--- src/sleep_pkg.sv ---
package sleep_pkg;
    // regulator select encodings
    localparam logic REG_LOW_POWER = 1'b1;
    localparam logic REG_NORMAL = 1'b0;
    // extra wake delay for low-power regulator, in ns
    localparam int LP_WAKE_NS = 1000;
    localparam int CLK_NS = 10;
    localparam int LP_WAKE_CYC = (LP_WAKE_NS / CLK_NS) < 1 ? 1 : (LP_WAKE_NS / CLK_NS);
    // forced no-op cycles before vectoring
    localparam int FORCED_NOP_CYC = 2;
    localparam int CNT_W = 12;

    typedef enum logic [2:0] {
        ST_RUN,
        ST_IDLE,
        ST_SLEEP,
        ST_SETTLE,
        ST_RESUME,
        ST_NOPS
    } state_t;

    typedef struct packed {
        logic low_freq;
        logic high_freq;
        logic secondary;
    } osc_t;

    typedef struct packed {
        logic external_reset_pin;
        logic brownout_reset;
        logic power_on_reset;
        logic watchdog_timer;
        logic interrupt;
    } wake_t;
endpackage

--- src/sleep_mode_controller.sv ---
`timescale 1ns/1ps
module sleep_mode_controller #(
    parameter int PORT_W = 8,
    parameter int LP_WAKE = sleep_pkg::LP_WAKE_CYC,
    parameter int NOPS = sleep_pkg::FORCED_NOP_CYC
) (
    input wire logic ref_clk,
    input wire logic rst,
    input wire logic sleep_exec,
    input wire logic idle_select,
    input wire logic regulator_power_select,
    input wire logic global_interrupt_enable,
    input wire logic int_pending,
    input wire sleep_pkg::wake_t wake_src,
    input wire sleep_pkg::wake_t wake_enable,
    input wire sleep_pkg::osc_t osc_request,
    input wire sleep_pkg::osc_t osc_force,
    input wire logic converter_on,
    input wire logic converter_rc_clock,
    input wire logic [PORT_W-1:0] port_drive,
    input wire logic [PORT_W-1:0] port_oe,
    input wire logic [PORT_W-1:0] port_periph_active,
    output logic cpu_clk_en,
    output logic sys_clk_en,
    output logic periph_clk_en,
    output sleep_pkg::osc_t osc_enable,
    output logic converter_run,
    output logic converter_abort,
    output logic converter_on_q,
    output logic watchdog_clear,
    output logic power_down_flag,
    output logic timeout_flag,
    output logic device_reset,
    output logic regulator_low_power,
    output logic resume_next,
    output logic forced_nop,
    output logic vector_take,
    output logic [PORT_W-1:0] port_hold_q,
    output logic [PORT_W-1:0] port_hold_oe_q,
    output logic [PORT_W-1:0] port_hold_en
);
    sleep_pkg::state_t state_q, state_d;
    logic [sleep_pkg::CNT_W-1:0] cnt_q, cnt_d;
    logic pd_q, pd_d, to_q, to_d, wdc_q, wdc_d, abort_q, abort_d, rst_q, rst_d;
    logic resume_q, resume_d, nop_q, nop_d, vec_q, vec_d, cvon_q, cvon_d;
    logic [PORT_W-1:0] hold_q, hold_d, hoe_q, hoe_d;
    sleep_pkg::osc_t osc_q, osc_d;
    logic reset_wake, soft_wake, any_int;

    always_comb begin
        reset_wake = (wake_src.external_reset_pin & wake_enable.external_reset_pin)
            | (wake_src.brownout_reset & wake_enable.brownout_reset)
            | wake_src.power_on_reset;
        soft_wake = (wake_src.watchdog_timer & wake_enable.watchdog_timer)
            | (wake_src.interrupt & wake_enable.interrupt) | int_pending;
        any_int = wake_src.interrupt | int_pending;
    end

    always_comb begin
        state_d = state_q;
        cnt_d = cnt_q;
        pd_d = pd_q;
        to_d = to_q;
        wdc_d = 1'b0;
        abort_d = 1'b0;
        rst_d = 1'b0;
        resume_d = 1'b0;
        nop_d = 1'b0;
        vec_d = 1'b0;
        cvon_d = converter_on;
        hold_d = hold_q;
        hoe_d = hoe_q;
        osc_d = osc_q;
        case (state_q)
            sleep_pkg::ST_RUN: begin
                osc_d = '1;
                if (sleep_exec && !int_pending) begin
                    if (idle_select) begin
                        state_d = sleep_pkg::ST_IDLE;
                    end else begin
                        state_d = sleep_pkg::ST_SLEEP;
                        wdc_d = 1'b1;
                        pd_d = 1'b0;
                        to_d = 1'b1;
                        abort_d = converter_on && !converter_rc_clock;
                        hold_d = port_drive;
                        hoe_d = port_oe;
                        osc_d = osc_request | osc_force;
                    end
                end
            end
            sleep_pkg::ST_IDLE: begin
                if (reset_wake) begin
                    state_d = sleep_pkg::ST_RUN;
                    rst_d = 1'b1;
                end else if (any_int || (wake_src.watchdog_timer && wake_enable.watchdog_timer)) begin
                    state_d = sleep_pkg::ST_RESUME;
                end
            end
            sleep_pkg::ST_SLEEP: begin
                osc_d = osc_request | osc_force;
                if (reset_wake || soft_wake) begin
                    wdc_d = 1'b1;
                    if (reset_wake) begin
                        state_d = sleep_pkg::ST_RUN;
                        rst_d = 1'b1;
                    end else if (regulator_power_select == sleep_pkg::REG_LOW_POWER) begin
                        state_d = sleep_pkg::ST_SETTLE;
                        cnt_d = sleep_pkg::CNT_W'(LP_WAKE - 1);
                    end else begin
                        state_d = sleep_pkg::ST_RESUME;
                    end
                end
            end
            sleep_pkg::ST_SETTLE: begin
                if (reset_wake) begin
                    state_d = sleep_pkg::ST_RUN;
                    rst_d = 1'b1;
                end else if (cnt_q == '0) begin
                    state_d = sleep_pkg::ST_RESUME;
                end else begin
                    cnt_d = cnt_q - 1'b1;
                end
            end
            sleep_pkg::ST_RESUME: begin
                resume_d = 1'b1;
                if (global_interrupt_enable && any_int) begin
                    state_d = sleep_pkg::ST_NOPS;
                    cnt_d = sleep_pkg::CNT_W'(NOPS - 1);
                end else begin
                    state_d = sleep_pkg::ST_RUN;
                end
            end
            sleep_pkg::ST_NOPS: begin
                nop_d = 1'b1;
                if (cnt_q == '0) begin
                    state_d = sleep_pkg::ST_RUN;
                    vec_d = 1'b1;
                end else begin
                    cnt_d = cnt_q - 1'b1;
                end
            end
            default: state_d = sleep_pkg::ST_RUN;
        endcase
    end

    always_ff @(posedge ref_clk or posedge rst) begin
        if (rst) begin
            state_q <= sleep_pkg::ST_RUN;
            cnt_q <= '0;
            pd_q <= 1'b1;
            to_q <= 1'b1;
            wdc_q <= 1'b0;
            abort_q <= 1'b0;
            rst_q <= 1'b0;
            resume_q <= 1'b0;
            nop_q <= 1'b0;
            vec_q <= 1'b0;
            cvon_q <= 1'b0;
            hold_q <= '0;
            hoe_q <= '0;
            osc_q <= '1;
        end else begin
            state_q <= state_d;
            cnt_q <= cnt_d;
            pd_q <= pd_d;
            to_q <= to_d;
            wdc_q <= wdc_d;
            abort_q <= abort_d;
            rst_q <= rst_d;
            resume_q <= resume_d;
            nop_q <= nop_d;
            vec_q <= vec_d;
            cvon_q <= cvon_d;
            hold_q <= hold_d;
            hoe_q <= hoe_d;
            osc_q <= osc_d;
        end
    end

    logic asleep_d, cpu_en_q, cpu_en_d, sys_en_q, sys_en_d, crun_q, crun_d, lp_q, lp_d;
    logic [PORT_W-1:0] hen_q, hen_d;
    always_comb begin
        asleep_d = (state_d == sleep_pkg::ST_SLEEP) || (state_d == sleep_pkg::ST_SETTLE);
        cpu_en_d = !asleep_d && (state_d != sleep_pkg::ST_IDLE);
        sys_en_d = !asleep_d;
        // rc-clocked converter keeps converting through sleep
        crun_d = converter_on && (!asleep_d || converter_rc_clock);
        lp_d = (state_d == sleep_pkg::ST_SLEEP) && (regulator_power_select == sleep_pkg::REG_LOW_POWER);
        hen_d = (state_d == sleep_pkg::ST_SLEEP) ? ~port_periph_active : '0;
    end

    always_ff @(posedge ref_clk or posedge rst) begin
        if (rst) begin
            cpu_en_q <= 1'b1;
            sys_en_q <= 1'b1;
            crun_q <= 1'b0;
            lp_q <= 1'b0;
            hen_q <= '0;
        end else begin
            cpu_en_q <= cpu_en_d;
            sys_en_q <= sys_en_d;
            crun_q <= crun_d;
            lp_q <= lp_d;
            hen_q <= hen_d;
        end
    end

    assign cpu_clk_en = cpu_en_q;
    assign sys_clk_en = sys_en_q;
    assign periph_clk_en = sys_en_q;
    assign osc_enable = osc_q;
    assign converter_run = crun_q;
    assign converter_abort = abort_q;
    assign converter_on_q = cvon_q;
    assign watchdog_clear = wdc_q;
    assign power_down_flag = pd_q;
    assign timeout_flag = to_q;
    assign device_reset = rst_q;
    assign regulator_low_power = lp_q;
    assign resume_next = resume_q;
    assign forced_nop = nop_q;
    assign vector_take = vec_q;
    assign port_hold_q = hold_q;
    assign port_hold_oe_q = hoe_q;
    assign port_hold_en = hen_q;

    noop_sleep_a: assert property (@(posedge ref_clk) disable iff (rst)
        (state_q == sleep_pkg::ST_RUN && sleep_exec && int_pending) |=> $stable(pd_q) && !wdc_q && $stable(to_q))
        else $error("pending interrupt did not make sleep a no-op");
    enter_flags_a: assert property (@(posedge ref_clk) disable iff (rst)
        (state_q == sleep_pkg::ST_RUN && sleep_exec && !int_pending && !idle_select) |=> !pd_q && to_q && wdc_q)
        else $error("sleep entry flags wrong");
    idle_entry_a: assert property (@(posedge ref_clk) disable iff (rst)
        (state_q == sleep_pkg::ST_RUN && sleep_exec && !int_pending && idle_select) |=> state_q == sleep_pkg::ST_IDLE)
        else $error("idle not entered");
    clk_stop_a: assert property (@(posedge ref_clk) disable iff (rst)
        (state_q == sleep_pkg::ST_SLEEP) |-> !cpu_clk_en && !sys_clk_en)
        else $error("clocks run in sleep");
    wake_clear_a: assert property (@(posedge ref_clk) disable iff (rst)
        (state_q == sleep_pkg::ST_SLEEP && (reset_wake || soft_wake)) |=> wdc_q)
        else $error("wake did not clear watchdog");
    lp_settle_a: assert property (@(posedge ref_clk) disable iff (rst)
        (state_q == sleep_pkg::ST_SLEEP && !reset_wake && soft_wake && regulator_power_select)
        |=> state_q == sleep_pkg::ST_SETTLE)
        else $error("low-power wake skipped settling");
    fast_wake_a: assert property (@(posedge ref_clk) disable iff (rst)
        (state_q == sleep_pkg::ST_SLEEP && !reset_wake && soft_wake && !regulator_power_select)
        |=> state_q == sleep_pkg::ST_RESUME)
        else $error("normal wake delayed");
    conv_abort_a: assert property (@(posedge ref_clk) disable iff (rst)
        (state_q == sleep_pkg::ST_RUN && sleep_exec && !int_pending && !idle_select && converter_on
        && !converter_rc_clock) |=> converter_abort && converter_on_q)
        else $error("converter not aborted");
endmodule

--- config.mk ---
export PLATFORM = sky130hd
export DESIGN_NAME = sleep_mode_controller
export DESIGN_NICKNAME = d
export VERILOG_FILES = /design/src/sleep_pkg.sv /design/src/sleep_mode_controller.sv
export SDC_FILE = /design/constraint.sdc
export NUM_CORES = 1
export LEC_CHECK = 0
export ABC_AREA = 1
export BUFFER_PORTS_ARGS = -buffer_cell sky130_fd_sc_hd__buf_2
export CAP_MARGIN = 20
export CELL_PAD_IN_SITES_DETAIL_PLACEMENT = 0
export CELL_PAD_IN_SITES_GLOBAL_PLACEMENT = 1
export CORE_ASPECT_RATIO = 1.25
export CORE_MARGIN = 1
export CORE_UTILIZATION = 38
export CTS_CLUSTER_SIZE = 10
export DETAILED_ROUTE_END_ITERATION = 10
export PLACE_DENSITY = 0.93
export SKIP_LAST_GASP = 1
export SYNTH_ARGS = -nofsm -noshare
export SYNTH_HDL_FRONTEND = slang
export SYNTH_SLANG_ARGS = --single-unit
--- constraint.sdc ---
create_clock -name ref_clk -period 5 [get_ports ref_clk]
set_clock_uncertainty 0.1 [all_clocks]
set_input_delay 0.25 -clock ref_clk [delete_from_list [all_inputs] [get_ports ref_clk]]
set_output_delay 0.25 -clock ref_clk [all_outputs]
set_load 0.01 [all_outputs]
==> impl_metrics.json <==
{
  "synth.yosys.seq_area_share_pct": 53.9,
  "crit_type": "flip-flop to flip-flop",
  "critical_path.most_common_cell": "sky130_fd_sc_hd__nand2_1",
  "fp.dieW_um": 74.8,
  "placed_cells_incl_taps": 476,
  "crit_chain": "inv_1, ha_1, nand2_1, nor2_4, nand3_1, nand3_2, inv_1, nand2_1, nand2_1",
  "floorplan.die_area_um2": 6960,
  "hold-worst-slack_ps": 17.8,
  "clk_pin_slew_worst_paths_ps": 100,
  "number_of_drc_violations_after_detailed_routing_iteration_0": 97,
  "syn-cell-area_um2": 2520,
  "cts_buf_count": 5,
  "place_area_um2": 3000,
  "crit_path_top_delay_cell": "sky130_fd_sc_hd__dfrtp_1",
  "drtPass1Iterations": 8,
  "antenna_left": 0,
  "worst_path_largest_cell_delay_ps": 410,
  "grt_util_all_layers_pct": 16.3,
  "critical_path.startpoint_type": "flip-flop",
  "yosys.cell_types.count": 30,
  "globalplace.congestion": 0.882,
  "antenna_cell_count": 0,
  "post_route_cells_drive_above_1_share_pct": 27.6,
  "synth_largest_area_cell": "sky130_fd_sc_hd__dfrtp_1",
  "layout_commonest_cell": "sky130_fd_sc_hd__nand2_1",
  "drv.max_cap_violation_count": 0,
  "run_status": "finished, violations left",
  "floorplan.initialDensity_pct": 40.1,
  "wirelength_um": 5520,
  "number_of_drc_violations_after_detailed_routing": 2,
  "boundaryPins": 90,
  "most_frequent_cells_in_the_layout": "sky130_fd_sc_hd__nand2_1 (118), sky130_fd_sc_hd__buf_2 (87), sky130_fd_sc_hd__dfrtp_1 (48)",
  "worst_ir_drop_on_vdd_mv": 0.167,
  "cts_tree": "built",
  "utilization_pct": 51.3,
  "post_cts_buffers": 0,
  "htree_num_levels": 2,
  "clock_sinks": 54,
  "wl_per_cell_um": 11.1,
  "clock_latency_ps": 310,
  "area_growth_pct": 28.1,
  "coreArea_um2": 6290,
  "crit_fanout": 21,
  "synth_seq_cells": 54,
  "synth_warnings": 0,
  "globalRoute.totalOverflow": 0,
  "post_cts.resized_instances": 0,
  "placement.io_buffers": 87,
  "total_leakage_power_uw": 0.00181,
  "cp.required_ps": 5100,
  "finalNonFillerCells": 495,
  "crit_arrival_ps": 2300,
  "ys_top_cells_by_area": "sky130_fd_sc_hd__dfrtp_1 (48%), sky130_fd_sc_hd__nand2_1 (18%), sky130_fd_sc_hd__nor2_1 (7.0%)",
  "routed-via-count": 2240,
  "detailed_place_hpwl_um": 3970,
  "floorplan.rows": 32,
  "synth_cells": 311,
  "timing.critical_path.to_type": "flip-flop",
  "rsz_0062_raised_after_global_routing": "no",
  "cts_root_buffer": "sky130_fd_sc_hd__clkbuf_8",
  "final_min_period_over_clock_period_pct": 44.0,
  "grt_first_pass_wirelength_um": 8830,
  "post_synth.cell_area_avg_um2": 8.10,
  "number_of_buffers_added_to_fix_hold_violations_after_cts": 9,
  "layout.nets": 459,
  "vias_per_cell": 4.53,
  "grt_pass1_vias": 1980,
  "dieHeight_um": 93.0,
  "setup_violations": 0,
  "cts_max_path_buffers": 2,
  "final.fill_count": 604,
  "finalHoldViolations": 0,
  "fin_area_um2": 3230,
  "min_period_ps": 2200,
  "mapped_nets": 361,
  "min_path_type": "primary input to flip-flop",
  "power-per-cell-area_nw_per_um2": 482,
  "slew_violations": 0,
  "finalSetupTns_ps": 0,
  "area_share_of_the_largest_cell_type_after_synthesis_pct": 47.7,
  "failed_checks": "DRC",
  "antenna_found_initial": 0,
  "fmax_mhz": 455,
  "grt_start_max_net_pins": 55
}
## cell usage after synthesis (all sizes together)
master  count
dfstp       6
nand3b      2
o211ai      1
inv        27
nor2       50
buf         7
nand4       3
o21ai      11
a21oi       6
xnor2       3
nor3        3
dfrtp      48
o21bai      1
ha          1
conb        1
nor3b       1
or2         2
nand2     120
xor2        1
nand3      16
clkinv      1
## path summary, 6_finish.rpt
check,from,end,slack [ps],cells past startpoint
setup / recovery,cnt_q[0],cnt_q[7],2800,9
hold / removal,converter_rc_clock,converter_abort,20,2
setup reg to reg,cnt_q[0],cnt_q[7],2800,9
hold reg to reg,power_down_flag,power_down_flag,350,2
max in group asynchronous,rst,osc_enable[2],3880,4
min in group asynchronous,rst,port_hold_en[5],340,3
## flip-flops by register name, indices dropped and copies added, names as in the netlist, 3 cells and up
signal / count
cnt_q: 12
osc_enable: 3
port_hold_en: 8
port_hold_oe_q: 8
port_hold_q: 8
state_q: 3
## kinds of logic (layout without fill, tap and decap cells)
family	after synthesis	after routing	share of synthesized area [%]
AND/OR/NAND/NOR	197	197	33.3
adder cells (fa/ha/maj)	1	1	0.496
AO/OA/AOI/OAI	19	19	3.97
flip-flops	54	54	53.9
other	1	1	0.149
XOR/XNOR	4	4	1.39
buffers and inverters	35	134	6.75
## routing by layer
metal,part of all wire [%],up-vias,wire length (um),global-route usage [%]
met5,0,-,0,0
met4,1.3,0,74,5.19
met3,4.1,6,225,2.80
met2,49,68,2710,28.6
met1,46,1015,2510,19.8
li1,-,1151,-,-
## power by group
part           switching [uW]  internal (uW)
Clock                     142            150
Sequential               74.6            567
Combinational             393            230
## critical path, delay by kind of cell (launching register included)
kind | cells | cell delay, ps
AND/OR/NAND/NOR | 6 | 910
flip-flops | 1 | 410
buffers and inverters | 2 | 360
adder cells (fa/ha/maj) | 1 | 310
## final cells by class
cell class                 count  area [um^2]  share of cell area (%)
sequential                    54         1360                    42.1
multi-input combinational    222          991                    30.7
timing repair buffer          98          556                    17.2
tap                           85          106                    3.30
inverter                      28          105                    3.26
clock buffer                   6         72.6                    2.25
clock inverter                 2         37.5                    1.16
## stage by stage
| stage | setup WS (ps) | total power [uW] |
|---|---|---|
| floorplan | 3320 | 1090 |
| global placement | 2850 | 1260 |
| detailed placement | 2800 | 1270 |
| CTS | 2780 | 1570 |
| global route | 2570 | 1690 |
| finish | 2800 | 1560 |
(Power assumes the default switching activity.)
